===== src/clock_mode_params.svh =====
// constants for the system clock mode and wake-up controller
`ifndef CLOCK_MODE_PARAMS_SVH
`define CLOCK_MODE_PARAMS_SVH

// ==========================================================
// register map
`define ADDR_MODE_CTRL 2'h0
`define ADDR_IRQ_STATUS 2'h1
`define ADDR_IRQ_MASK 2'h2
`define ADDR_AUX_CTRL 2'h3

// ==========================================================
// mode control field layout
`define MODE_CTRL_RESET 8'h03
`define DIV_SEL_HI 7
`define DIV_SEL_LO 5
`define FAST_WAKE_BIT 4
`define LOW_READY_BIT 3
`define HIGH_READY_BIT 2
`define IDLE_SEL_BIT 1
`define HL_SEL_BIT 0
`define WRITABLE_MASK 8'hf3

// ==========================================================
// aux control and interrupt layout
`define AUX_CTRL_RESET 1'h0
`define AUX_KEEP_BIT 0
`define IRQ_W 3
`define IRQ_RESET 3'h0
`define IRQ_HIGH_READY 0
`define IRQ_LOW_READY 1
`define IRQ_WAKE_DONE 2

// ==========================================================
// divider codes
`define DIV_LOW_A 3'h0
`define DIV_LOW_B 3'h1

// ==========================================================
// stabilisation counts in oscillator cycles
`define CRYSTAL_SETTLE 12'h400
`define HIGH_RC_SETTLE 12'h010
`define LOW_RC_SETTLE 12'h002

`endif


===== src/clock_mode_pkg.sv =====
// types for the system clock mode and wake-up controller
package clock_mode_pkg;

  // ==========================================================
  // power modes
  typedef enum logic [2:0] {
    st_run,
    st_sleep_0_mode,
    st_sleep_1_mode,
    st_idle_0_mode,
    st_idle_1_mode,
    st_wake
  } power_state_type;

  // ==========================================================
  // oscillator option straps
  typedef enum logic [1:0] {
    high_speed_crystal,
    external_rc,
    high_speed_internal_rc
  } high_osc_kind_type;

  typedef enum logic {
    low_speed_crystal,
    low_speed_internal_rc
  } low_osc_kind_type;

  typedef enum logic [1:0] {
    src_off,
    src_high,
    src_high_div,
    src_low
  } sys_src_type;

  typedef struct packed {
    high_osc_kind_type high_kind;
    low_osc_kind_type low_kind;
  } osc_option_type;

  // ==========================================================
  // clock tree controls
  typedef struct packed {
    sys_src_type src;
    logic [2:0] div_code;
    logic high_osc_enable;
    logic low_osc_enable;
    logic cpu_run;
    logic periph_div_run;
  } clock_ctrl_type;

endpackage


===== src/clock_mode_ctrl.sv =====
// system clock selection, low-power modes and wake-up control
`timescale 1ns/10ps
`default_nettype none
`include "clock_mode_params.svh"

module clock_mode_ctrl #(
  parameter int CNT_W = 12
) (
  // clock and reset
  input wire logic clk,
  input wire logic rst,
  // register port
  input wire logic [1:0] reg_addr,
  input wire logic [7:0] reg_wdata,
  input wire logic reg_wr,
  input wire logic reg_rd,
  output logic [7:0] reg_rdata,
  // cpu events
  input wire logic halt_req,
  input wire logic wake_req,
  input wire logic sub_keep_on,
  // oscillators
  input wire clock_mode_pkg::osc_option_type osc_option,
  input wire logic high_osc_tick,
  input wire logic low_osc_tick,
  // clock tree and interrupt
  output clock_mode_pkg::clock_ctrl_type clock_ctrl,
  output clock_mode_pkg::power_state_type power_state,
  output logic irq
);

  import clock_mode_pkg::*;

  // ==========================================================
  // declarations
  logic [2:0] div_sel_reg;
  logic fast_wake_enable_reg;
  logic idle_select_reg;
  logic high_low_clock_select_reg;
  logic idle_clock_keep_reg;
  logic [`IRQ_W-1:0] irq_status_reg;
  logic [`IRQ_W-1:0] irq_mask_reg;
  logic [`IRQ_W-1:0] irq_event;
  power_state_type state_reg;
  power_state_type state_next;
  logic fast_wake_reg;
  logic on_low_reg;
  logic high_osc_ready_flag;
  logic low_osc_ready_flag;
  logic high_ready_d_reg;
  logic low_ready_d_reg;
  logic wake_done;
  logic want_low;
  logic need_high;
  logic high_on;
  logic low_on;
  logic target_ready;
  logic fast_ok;
  logic [CNT_W-1:0] high_settle;
  logic [CNT_W-1:0] low_settle;
  clock_ctrl_type ctrl_next;
  logic [7:0] mode_ctrl_value;

  generate
    if (CNT_W > 16) begin : g_check
      $error("clock_mode_ctrl: CNT_W above 16 is not supported");
    end
  endgenerate

  // ==========================================================
  // register writes
  always_ff @(posedge clk) begin
    if (rst) begin
      div_sel_reg <= 3'(`MODE_CTRL_RESET >> `DIV_SEL_LO);
      fast_wake_enable_reg <= 1'(`MODE_CTRL_RESET >> `FAST_WAKE_BIT);
      idle_select_reg <= 1'(`MODE_CTRL_RESET >> `IDLE_SEL_BIT);
      high_low_clock_select_reg <= 1'(`MODE_CTRL_RESET >> `HL_SEL_BIT);
    end else if (reg_wr && reg_addr == `ADDR_MODE_CTRL) begin
      // ready bits 3..2 are not stored here
      div_sel_reg <= reg_wdata[`DIV_SEL_HI:`DIV_SEL_LO];
      fast_wake_enable_reg <= reg_wdata[`FAST_WAKE_BIT];
      idle_select_reg <= reg_wdata[`IDLE_SEL_BIT];
      high_low_clock_select_reg <= reg_wdata[`HL_SEL_BIT];
    end
  end

  always_ff @(posedge clk) begin
    if (rst) begin
      idle_clock_keep_reg <= `AUX_CTRL_RESET;
    end else if (reg_wr && reg_addr == `ADDR_AUX_CTRL) begin
      idle_clock_keep_reg <= reg_wdata[`AUX_KEEP_BIT];
    end
  end

  always_ff @(posedge clk) begin
    if (rst) begin
      irq_mask_reg <= `IRQ_RESET;
    end else if (reg_wr && reg_addr == `ADDR_IRQ_MASK) begin
      irq_mask_reg <= reg_wdata[`IRQ_W-1:0];
    end
  end

  // ==========================================================
  // sticky interrupt status, set wins over clear
  assign irq_event[`IRQ_HIGH_READY] = high_osc_ready_flag && !high_ready_d_reg;
  assign irq_event[`IRQ_LOW_READY] = low_osc_ready_flag && !low_ready_d_reg;
  assign irq_event[`IRQ_WAKE_DONE] = wake_done;

  always_ff @(posedge clk) begin
    if (rst) begin
      high_ready_d_reg <= 1'b0;
      low_ready_d_reg <= 1'b0;
    end else begin
      high_ready_d_reg <= high_osc_ready_flag;
      low_ready_d_reg <= low_osc_ready_flag;
    end
  end

  always_ff @(posedge clk) begin
    if (rst) begin
      irq_status_reg <= `IRQ_RESET;
    end else if (reg_wr && reg_addr == `ADDR_IRQ_STATUS) begin
      irq_status_reg <= (irq_status_reg & ~reg_wdata[`IRQ_W-1:0]) | irq_event;
    end else begin
      irq_status_reg <= irq_status_reg | irq_event;
    end
  end

  always_ff @(posedge clk) begin
    if (rst) begin
      irq <= 1'b0;
    end else begin
      irq <= |((irq_status_reg | irq_event) & irq_mask_reg);
    end
  end

  // ==========================================================
  // register reads
  always_comb begin
    mode_ctrl_value = {div_sel_reg, fast_wake_enable_reg,
                       low_osc_ready_flag, high_osc_ready_flag,
                       idle_select_reg, high_low_clock_select_reg};
  end

  always_ff @(posedge clk) begin
    if (rst) begin
      reg_rdata <= 8'h00;
    end else if (reg_rd) begin
      case (reg_addr)
        `ADDR_MODE_CTRL: reg_rdata <= mode_ctrl_value;
        `ADDR_IRQ_STATUS: reg_rdata <= {5'h00, irq_status_reg};
        `ADDR_IRQ_MASK: reg_rdata <= {5'h00, irq_mask_reg};
        `ADDR_AUX_CTRL: reg_rdata <= {7'h00, idle_clock_keep_reg};
        default: reg_rdata <= 8'h00;
      endcase
    end else begin
      reg_rdata <= 8'h00;
    end
  end

  // ==========================================================
  // clock choice
  assign want_low = !high_low_clock_select_reg &&
                    (div_sel_reg == `DIV_LOW_A ||
                     div_sel_reg == `DIV_LOW_B);

  // active source follows the request once the new oscillator is ready
  always_ff @(posedge clk) begin
    if (rst) begin
      on_low_reg <= 1'b0;
    end else if (state_reg == st_run) begin
      if (want_low && low_osc_ready_flag) begin
        on_low_reg <= 1'b1;
      end else if (!want_low && high_osc_ready_flag) begin
        on_low_reg <= 1'b0;
      end
    end
  end

  // high oscillator runs only while the system may use it
  always_comb begin
    need_high = !want_low || !on_low_reg;
    case (state_reg)
      st_run: high_on = need_high;
      st_idle_1_mode: high_on = need_high;
      st_wake: high_on = need_high;
      default: high_on = 1'b0;
    endcase
  end

  assign low_on = (state_reg != st_sleep_0_mode);

  // ==========================================================
  // stabilisation counters
  always_comb begin
    case (osc_option.high_kind)
      high_speed_crystal: high_settle = CNT_W'(`CRYSTAL_SETTLE);
      default: high_settle = CNT_W'(`HIGH_RC_SETTLE);
    endcase
    case (osc_option.low_kind)
      low_speed_crystal: low_settle = CNT_W'(`CRYSTAL_SETTLE);
      default: low_settle = CNT_W'(`LOW_RC_SETTLE);
    endcase
  end

  osc_ready_counter #(
    .CNT_W(CNT_W)
  ) u_high_ready (
    .clk(clk),
    .rst(rst),
    .osc_on(high_on),
    .osc_tick(high_osc_tick),
    .settle_count(high_settle),
    .ready(high_osc_ready_flag)
  );

  osc_ready_counter #(
    .CNT_W(CNT_W)
  ) u_low_ready (
    .clk(clk),
    .rst(rst),
    .osc_on(low_on),
    .osc_tick(low_osc_tick),
    .settle_count(low_settle),
    .ready(low_osc_ready_flag)
  );

  // ==========================================================
  // power mode sequencing
  assign target_ready = on_low_reg ? low_osc_ready_flag : high_osc_ready_flag;

  always_comb begin
    state_next = state_reg;
    case (state_reg)
      st_run: begin
        if (halt_req) begin
          if (!idle_select_reg) begin
            state_next = sub_keep_on ? st_sleep_1_mode
                                     : st_sleep_0_mode;
          end else if (idle_clock_keep_reg) begin
            state_next = st_idle_1_mode;
          end else begin
            state_next = st_idle_0_mode;
          end
        end
      end
      st_sleep_0_mode, st_sleep_1_mode, st_idle_0_mode: begin
        if (wake_req) begin
          state_next = st_wake;
        end
      end
      st_idle_1_mode: begin
        if (wake_req) begin
          state_next = st_run;
        end
      end
      st_wake: begin
        if (target_ready) begin
          state_next = st_run;
        end
      end
      default: state_next = st_run;
    endcase
  end

  always_ff @(posedge clk) begin
    if (rst) begin
      state_reg <= st_run;
    end else begin
      state_reg <= state_next;
    end
  end

  // fast wake decided at the wake event from the mode being left
  assign fast_ok = fast_wake_enable_reg && !on_low_reg &&
                   osc_option.high_kind == high_speed_crystal &&
                   (state_reg == st_sleep_1_mode ||
                    state_reg == st_idle_0_mode);

  always_ff @(posedge clk) begin
    if (rst) begin
      fast_wake_reg <= 1'b0;
    end else if (wake_req && state_next == st_wake) begin
      fast_wake_reg <= fast_ok;
    end else if (state_reg != st_wake) begin
      fast_wake_reg <= 1'b0;
    end
  end

  assign wake_done = (state_reg == st_wake) && target_ready;

  // ==========================================================
  // clock tree outputs
  always_comb begin
    ctrl_next.div_code = div_sel_reg;
    ctrl_next.high_osc_enable = high_on;
    ctrl_next.low_osc_enable = low_on;
    ctrl_next.periph_div_run = high_on && high_osc_ready_flag;
    ctrl_next.cpu_run = 1'b0;
    if (on_low_reg) begin
      ctrl_next.src = src_low;
    end else if (high_low_clock_select_reg || want_low) begin
      ctrl_next.src = src_high;
    end else begin
      ctrl_next.src = src_high_div;
    end
    case (state_reg)
      st_run: ctrl_next.cpu_run = 1'b1;
      st_idle_1_mode: ctrl_next.cpu_run = 1'b0;
      st_wake: begin
        if (fast_wake_reg && low_osc_ready_flag && !target_ready) begin
          ctrl_next.src = src_low;
          ctrl_next.cpu_run = 1'b1;
        end else begin
          ctrl_next.src = src_off;
        end
      end
      default: ctrl_next.src = src_off;
    endcase
  end

  always_ff @(posedge clk) begin
    if (rst) begin
      clock_ctrl <= '0;
    end else begin
      clock_ctrl <= ctrl_next;
    end
  end

  assign power_state = state_reg;

endmodule

`default_nettype wire


===== src/osc_ready_counter.sv =====
// counts oscillator cycles after start-up and flags stability
`timescale 1ns/10ps
`default_nettype none

module osc_ready_counter #(
  parameter int CNT_W = 12
) (
  // clock and reset
  input wire logic clk,
  input wire logic rst,
  // oscillator
  input wire logic osc_on,
  input wire logic osc_tick,
  input wire logic [CNT_W-1:0] settle_count,
  // status
  output logic ready
);

  logic [CNT_W-1:0] count_reg;

  generate
    if (CNT_W < 11) begin : g_check
      $error("osc_ready_counter: CNT_W too small for crystal count");
    end
  endgenerate

  // restart from zero whenever the oscillator is stopped
  always_ff @(posedge clk) begin
    if (rst || !osc_on) begin
      count_reg <= '0;
    end else if (osc_tick && count_reg != settle_count) begin
      count_reg <= count_reg + 1'b1;
    end
  end

  always_ff @(posedge clk) begin
    if (rst || !osc_on) begin
      ready <= 1'b0;
    end else begin
      ready <= (count_reg == settle_count);
    end
  end

endmodule

`default_nettype wire


===== config.mk =====
export PLATFORM = sky130hd
export DESIGN_NAME = clock_mode_ctrl
export DESIGN_NICKNAME = d
export VERILOG_FILES = /design/src/clock_mode_pkg.sv /design/src/clock_mode_ctrl.sv /design/src/osc_ready_counter.sv
export VERILOG_INCLUDE_DIRS = /design/src
export SDC_FILE = /design/constraint.sdc
export NUM_CORES = 1
export LEC_CHECK = 0
export ABC_AREA = 1
export BUFFER_PORTS_ARGS = -buffer_cell sky130_fd_sc_hd__buf_2
export CORE_MARGIN = 4
export CORE_UTILIZATION = 57
export CTS_CLUSTER_SIZE = 28
export DETAILED_ROUTE_END_ITERATION = 16
export PLACE_DENSITY = 0.79
export SYNTH_ARGS = -nofsm -noshare
export SYNTH_HDL_FRONTEND = slang
export SYNTH_SLANG_ARGS = --single-unit

===== constraint.sdc =====
create_clock -name clk -period 1.58 [get_ports clk]
set_input_delay 0.316 -clock clk [delete_from_list [all_inputs] [get_ports clk]]
set_output_delay 0.316 -clock clk [all_outputs]
set_load 0.005 [all_outputs]

# Yosys cells after proc, flatten, opt, wreduce, memory -nomap -nowiden
# Index checks and enable logic that the tools add are counted.
# classes
bitwise_logic,6
muxes,24
reduce_logical,45
addsub,2
eq_ne,16
# op_table
operator,count
$pmux W8 S4,1
$add A12 B1 Y12 const B,2
$eq A12 B11 Y1,2
$ne A12 B11 Y1,2
$mux W11,2
$mux W3,7
$logic_and A1 B1 Y1,19
$pmux W3 S4,1
$eq A3 B3 Y1 const B,3
$reduce_or A3 Y1,3
$logic_not A1 Y1,8
$mux W2,4
$mux W1,7
$and A3 B3 Y3,2
$eq A3 B1 Y1 const B,2
$eq A3 B2 Y1 const B,2
$logic_not A3 Y1,2
$logic_or A1 B1 Y1,6
$or A3 B3 Y3,2
$eq A2 B2 Y1 const B,2
$logic_not A2 Y1,2
$pmux W2 S2,1
$reduce_bool A2 Y1,2
$reduce_or A2 Y1,2
7 further kinds,7
# totals
wordCells,117
out_inout_bits,21
ff_bits,64

# Longest topological paths before layout
# Gate-level depths: netlist (run 1).
# depth
word_depth,8
depth_mapped,9
depth_no_buf,9

# Hierarchy
# Synthesis (run 1) repeated with hierarchy kept, for this count alone.
# unflattened
hier_cells,515
hier_area_um2,3331.9
# modules_own_cells
mod,cells_each,area_per_inst_um2,instances
osc_ready_counter,152,893.4,2
clock_mode_ctrl,211,1545.2,1

# Least setup slack after synthesis (run 1)
# Ideal clock, no wire load.
# synth_path
kind,register -> register
startpoint,reg u_high_ready.count_reg[0]
endpoint,reg u_high_ready.count_reg[10]
synth_period_minus_slack_ns,1.390
setup_ns,0.120
slack_ns,0.190
t_arrival_ns,1.270
stages_incl_launch_ff,10
cell_sequence,dfxtp_1 > inv_1 > ha_1 > nand3_1 > nor2_2 > nand2_2 > nand2_1 > buf_4 > nand2_1 > a21oi_1
# synth_via
elab_chain_len,2
elab_cells_between_ends,3
cone_classes,add/sub: 1; eq/ne: 1; reduce/logical: 1
# synth_lines
element,line,source
start: declaration,osc_ready_counter.sv:19,logic [CNT_W-1:0] count_reg;
start signal: assignment,osc_ready_counter.sv:32,count_reg <= count_reg + 1'b1;
"parallel branches: the longest is 2 deep, another holds $add A12 B1 Y12",n/a,
# Several ways; the timed one is not identified.
# A chain may end at the register's enable or synchronous reset.

# Worst setup path after layout (run 1)
# layout_path
startpoint,reg u_high_ready.count_reg[0]
endpoint,reg u_high_ready.count_reg[9]
# The elaborated chain is that of the path after synthesis.

==> results of run 1 <==
metal layers:
metal | GRT usage (%) | wire, um | up-vias
li1 | - | - | 1535
met1 | 27.8 | 3190 | 1333
met2 | 39.1 | 3320 | 92
met3 | 6.25 | 371 | 6
met4 | 5.98 | 72 | 0
met5 | 0 | 0 | -
logic make-up after synthesis:
group,after synthesis,synth area share (%)
AND/OR/NAND/NOR,236,34.0
AO/OA/AOI/OAI,67,12.6
buffers and inverters,65,8.66
flip-flops,64,41.2
XOR/XNOR,8,2.25
adder cells (fa/ha/maj),3,1.21
worst paths after layout:
check                              end  slack, ns
max          u_high_ready.count_reg[9]       0.15
min                  irq_status_reg[2]       0.17
max reg2reg  u_high_ready.count_reg[9]       0.15
min reg2reg              clock_ctrl[4]       0.46
report_power, final:
| group | total, mW | switching, mW | leakage [nW] | internal [mW] |
|---|---|---|---|---|
| sequential | 1.73 | 0.0494 | 0.520 | 1.68 |
| clock | 1.67 | 0.625 | 0.116 | 1.04 |
| combinational | 0.423 | 0.272 | 0.970 | 0.150 |
| total | 3.82 | 0.946 | 1.61 | 2.87 |
layout by cell type (no fill, tap or decap), drive strengths merged:
master,Yosys,routed
nor2,61,61
clkbuf,2,10
a21oi,34,34
nand3b,5,5
o21bai,1,1
o221ai,1,1
clkinvlp,0,1
nand2,112,112
nor3,8,8
o211ai,1,1
a31oi,4,4
o22ai,2,2
dfxtp,64,64
o21ai,24,24
inv,57,57
nand4,10,10
or2,2,2
nand3,38,38
clkinv,0,2
bufinv,0,3
ha,3,3
buf,6,51
xor2,6,6
xnor2,2,2
final cells by class:
class | count | area, um2
Fill cell | 436 | 1550
Sequential cell | 64 | 1280
Inverter | 57 | 214
Clock buffer | 10 | 128
Clock inverter | 6 | 108
Tap cell | 70 | 87.6
Multi-Input combinational cell | 314 | 1560
Timing Repair Buffer | 51 | 280
through the flow:
stage                     util, %  hold slack [ns]  worst slack (ns)  area [um2]
after floorplan                 -            0.414             0.190        3110
after global routing         70.3            0.160           0.00206        3660
final                        70.3            0.165             0.152        3660
after global placement       65.7            0.448             0.128        3420
after CTS                    70.2            0.152            0.0251        3660
after detailed placement     65.7            0.462            0.0694        3420
timing repair:
item / in CTS / in global routing
hold endpoints to repair: 0 / 0
resized for setup: 0 / 1
setup endpoints to repair: 0 / 12
==> impl_metrics.json, run 1 <==
{
  "die_area_um2": 6700,
  "powerDensity_nw_per_um2": 1040,
  "timing.critical_path.fanout_max": 5,
  "timing_worst_setup_path_type": "flop to flop",
  "core_area_um2": 5200,
  "grt_pass1_vias": 2753,
  "synth.yosys.warnings": 0,
  "reg2regPathDepth": 7,
  "critPathMaxStageDelay_ns": 0.35,
  "synth_edf_count": 0,
  "clock_root_cell": "clkbuf_8",
  "status": "finished, final reports clean",
  "synthFlopType": "dfxtp_1",
  "cpLargestDelayFamily": "compound AO/OA/AOI/OAI gates",
  "detail_route.wl_per_cell_um": 12.2,
  "start_util_pct": 59.7,
  "yosysUniqueCellTypes": 33,
  "place.gp.congestion": 0.867,
  "grt_pass1_wl_mm": 12.0,
  "cts_inserted_buffers": 9,
  "drtAntennaViolNets": 0,
  "hold_path_startpoint": "reg_wdata[2]",
  "critical_path.endpoint_type": "flop",
  "htree_levels": 3,
  "die_w_um": 81.8,
  "cts_hold_buf": 0,
  "via_per_inst": 5.19,
  "power_total_mw": 3.82,
  "drt_pass1_iterations": 7,
  "crit_start": "u_high_ready.count_reg[0]",
  "finish.net_count": 522,
  "crit_cells": 7,
  "portBuffers": 41,
  "clock_tree.buffer_depth": 2,
  "most_numerous_cell_on_the_critical_path": "a21oi_1",
  "drv_cap": 0,
  "post_cts_buffers": 0,
  "final_cell_count_no_fill": 572,
  "setup_tns_ns": 0,
  "clock_sinks": 64,
  "dr_drc_count": 0,
  "maxClockFrequency_mhz": 700,
  "placementRows": 26,
  "synth.top_cells.by_count": "nand2_1 (101), dfxtp_1 (64), nor2_1 (55)",
  "startpoint_type": "flop",
  "hold_violations": 0,
  "grt_antenna_before_repair": 0,
  "timing.final.crit_period_ns": 1.43,
  "syn_nets": 468,
  "num_io_pins": 43,
  "syn_area_um2": 3110,
  "worst_hold_path.num_cells": 2,
  "worst_setup_hold_path_clk_slew_ns": 0.07,
  "num_antenna_cells": 0,
  "globalRoute.totalOverflow": 0,
  "vdd.ir_drop.worst_mv": 0.650,
  "seq_area_frac_synth_pct": 41.2,
  "final_report_setup_violation_count": 0,
  "worst_clock_skew_ns": 0.00666,
  "synth_top_cells_by_area": "dfxtp_1 (41%), nand2_1 (12%), nor2_1 (6.6%)",
  "die_y_um": 81.8,
  "cellLeakagePower_nw": 1.61,
  "synth.avg_cell_area_um2": 7.02,
  "drt_first_iter_violations": 200,
  "clk_latency_ns": 0.34,
  "numPlacedInstances": 556,
  "synthMostInstantiatedCell": "nand2_1",
  "num_vias": 2966,
  "finalWirelength_mm": 6.95,
  "maxSlewViolCount": 0,
  "synth.top_cell.area_share_pct": 41.2,
  "yosys.area.top_type": "dfxtp_1",
  "share_of_post_route_cells_with_drive_strength_above_1_pct": 20.7,
  "grt_setup_unrepaired": "no",
  "netlist_instances": 443,
  "maxSlewHeadroom_pct": 71.4,
  "post_synthesis_register_bit_count": 64,
  "critical_path_required_ns": 1.85,
  "async_sr_flop_fraction_pct": 0,
  "worst_path_max_delay_cell": "a21oi_1",
  "worst-endpoint-arrival_ns": 1.70,
  "track_usage_pct": 22.7,
  "grt_max_degree": 15,
  "cts_tree": "yes",
  "critical_path.n_buffers_inverters": 1,
  "areaGrowthSynthToFinish_pct": 17.7,
  "dpl.hpwl_mm": 5.03,
  "final_min_period_over_clock_period_pct": 90.4,
  "worst_r2r_src": "u_high_ready.count_reg[0]",
  "min-delay-path-class": "input pin to flop",
  "timing_worst_slew_pin_value_ns": 0.429,
  "cp_cell_sequence": "inv_1, ha_1, nand3_1, nor2_2, a21oi_1, nand2_1, a21oi_1"
}
No activity file was read; power rests on OpenSTA's default activity.
==> run 2: changes to the inputs <==
--- a/config.mk
+++ b/config.mk
@@ -12,6 +12,7 @@
 export CORE_UTILIZATION = 57
 export CTS_CLUSTER_SIZE = 28
 export DETAILED_ROUTE_END_ITERATION = 16
+export MAX_ROUTING_LAYER = met4
 export PLACE_DENSITY = 0.79
 export SYNTH_ARGS = -nofsm -noshare
 export SYNTH_HDL_FRONTEND = slang
==> impl_metrics.json, run 2 (synthesis gave the netlist of run 1 again) <==
{
  "startpoint_type": "flop",
  "share_of_post_route_cells_with_drive_strength_above_1_pct": 20.7,
  "finalWirelength_mm": 6.94,
  "grt_setup_unrepaired": "no",
  "post_cts_buffers": 0,
  "share_clk_of_total_power_pct": 43.7,
  "die_w_um": 81.8,
  "core_area_um2": 5200,
  "powerDensity_nw_per_um2": 1040,
  "comb_power_share_pct": 11.1,
  "power_frac_seq_pct": 45.2,
  "hold_path_startpoint": "reg_wdata[2]",
  "drv_cap": 0,
  "min-delay-path-class": "input pin to flop",
  "dr_drc_count": 0,
  "utilization_pct": 70.3,
  "grt_max_degree": 15,
  "globalRoute.totalOverflow": 0,
  "timing.hold.worst_endpoint": "irq_status_reg[2]",
  "grt_pass1_wl_mm": 12.0,
  "final_cell_count_no_fill": 572,
  "status": "finished, final reports clean",
  "p_int_mw": 2.87,
  "critical_path_required_ns": 1.85,
  "crit_cells": 7,
  "final_report_setup_violation_count": 0,
  "timing.critical_path.fanout_max": 5,
  "maxClockFrequency_mhz": 701,
  "areaGrowthSynthToFinish_pct": 17.7,
  "drt_pass1_iterations": 9,
  "track_usage_pct": 23.4,
  "critical_path.n_buffers_inverters": 1,
  "finish.net_count": 522,
  "timing_worst_setup_path_type": "flop to flop",
  "cts_hold_buf": 0,
  "num_antenna_cells": 0,
  "worst_path_max_delay_cell": "a21oi_1",
  "start_util_pct": 59.7,
  "power_total_mw": 3.82,
  "worst_clock_skew_ns": 0.00598,
  "cts_inserted_buffers": 9,
  "hold_violations": 0,
  "layout.cells.most_common_list": "nand2_1 (100), dfxtp_1 (64), nor2_1 (55)",
  "dpl.hpwl_mm": 5.03,
  "most_numerous_cell_on_the_critical_path": "a21oi_1",
  "power_switching_uw": 947,
  "cellLeakagePower_nw": 1.61,
  "critPathMaxStageDelay_ns": 0.35,
  "cpLargestDelayFamily": "compound AO/OA/AOI/OAI gates",
  "htree_levels": 3,
  "clock_root_cell": "clkbuf_8",
  "maxSlewViolCount": 0,
  "portBuffers": 41,
  "worst_hold_path.num_cells": 2,
  "cp_cell_sequence": "inv_1, ha_1, nand3_1, nor2_2, a21oi_1, nand2_1, a21oi_1",
  "drt_first_iter_violations": 204,
  "worstReg2RegEnd": "u_high_ready.count_reg[9]",
  "timing.final.crit_period_ns": 1.43,
  "maxSlewHeadroom_pct": 71.4,
  "cts_tree": "yes",
  "grt_antenna_before_repair": 0,
  "placementRows": 26,
  "numPlacedInstances": 556,
  "clk_latency_ns": 0.34,
  "worst_setup_hold_path_clk_slew_ns": 0.07,
  "final_min_period_over_clock_period_pct": 90.3,
  "layout_commonest_cell": "nand2_1",
  "worst-endpoint-arrival_ns": 1.70,
  "clock_sinks": 64,
  "setup_tns_ns": 0,
  "fin_worst_hold_slack_ns": 0.165,
  "drtAntennaViolNets": 0,
  "worst_r2r_src": "u_high_ready.count_reg[0]",
  "num_io_pins": 43,
  "reg2regPathDepth": 7,
  "num_vias": 2968,
  "clock_tree.buffer_depth": 2,
  "detail_route.wl_per_cell_um": 12.1,
  "via_per_inst": 5.19,
  "swShare_pct": 24.8,
  "cts_resized": 0,
  "grt_pass1_vias": 2752,
  "die_y_um": 81.8,
  "place.gp.congestion": 0.881,
  "critical_path.endpoint_type": "flop",
  "vdd.ir_drop.worst_mv": 0.650,
  "die_area_um2": 6700,
  "timing_worst_slew_pin_value_ns": 0.429,
  "flop2flop_setup_slack_ns": 0.15
}
## run 2: worst reg2reg max path, stage by stage (launching register included)
cell and delay (ns):
dfxtp_1 0.34, inv_1 0.08, ha_1 0.21, nand3_1 0.09, nor2_2 0.06, a21oi_1 0.35, nand2_1 0.09, a21oi_1 0.14
## run 2: cell type report
class	count	area, um2
multi-input combinational	314	1560
fill	436	1550
sequential	64	1280
timing repair buffer	51	280
inverter	57	214
clock buffer	10	128
clock inverter	6	108
tap	70	87.6
## run 2: per-stage QoR
stage / worst slack (ns) / cell area [um2]
after floorplan: 0.190 / 3110
after global placement: 0.128 / 3420
after detailed placement: 0.0694 / 3420
after CTS: 0.0251 / 3660
after global routing: 0.00206 / 3660
final: 0.153 / 3660
## run 2: worst max-delay path by stage
stage | from | endpoint | slack (ns)
2_1_floorplan | u_high_ready.count_reg[0] | u_high_ready.count_reg[10] | 0.19
3_3_place_gp | osc_option[2] | u_high_ready.count_reg[9] | 0.13
3_5_place_dp | osc_option[2] | u_high_ready.count_reg[0] | 0.07
4_1_cts | u_high_ready.count_reg[0] | u_high_ready.count_reg[9] | 0.03
5_1_grt | u_high_ready.count_reg[0] | u_high_ready.count_reg[8] | 0.002
6_report | u_high_ready.count_reg[0] | u_high_ready.count_reg[9] | 0.15
## run 2: power groups by stage
| stage | Combinational, mW | Clock (mW) | Sequential (mW) |
|---|---|---|---|
| 6_report | 0.424 | 1.67 | 1.73 |
| 2_1_floorplan | 0.276 | 0 | 1.76 |
| 3_5_place_dp | 0.416 | 0 | 1.76 |
| 4_1_cts | 0.424 | 1.70 | 1.73 |
| 3_3_place_gp | 0.409 | 0 | 1.76 |
| 5_1_grt | 0.482 | 1.76 | 1.73 |
## run 2: per-layer routing
metal  share of wire (%)  vias to the layer above  global-route usage (%)
met5                   0                        -                       -
met4                 1.0                        0                    5.98
met3                 7.5                        6                    6.25
met2                  48                      103                    39.1
met1                  43                     1323                    27.9
li1                    -                     1536                       -
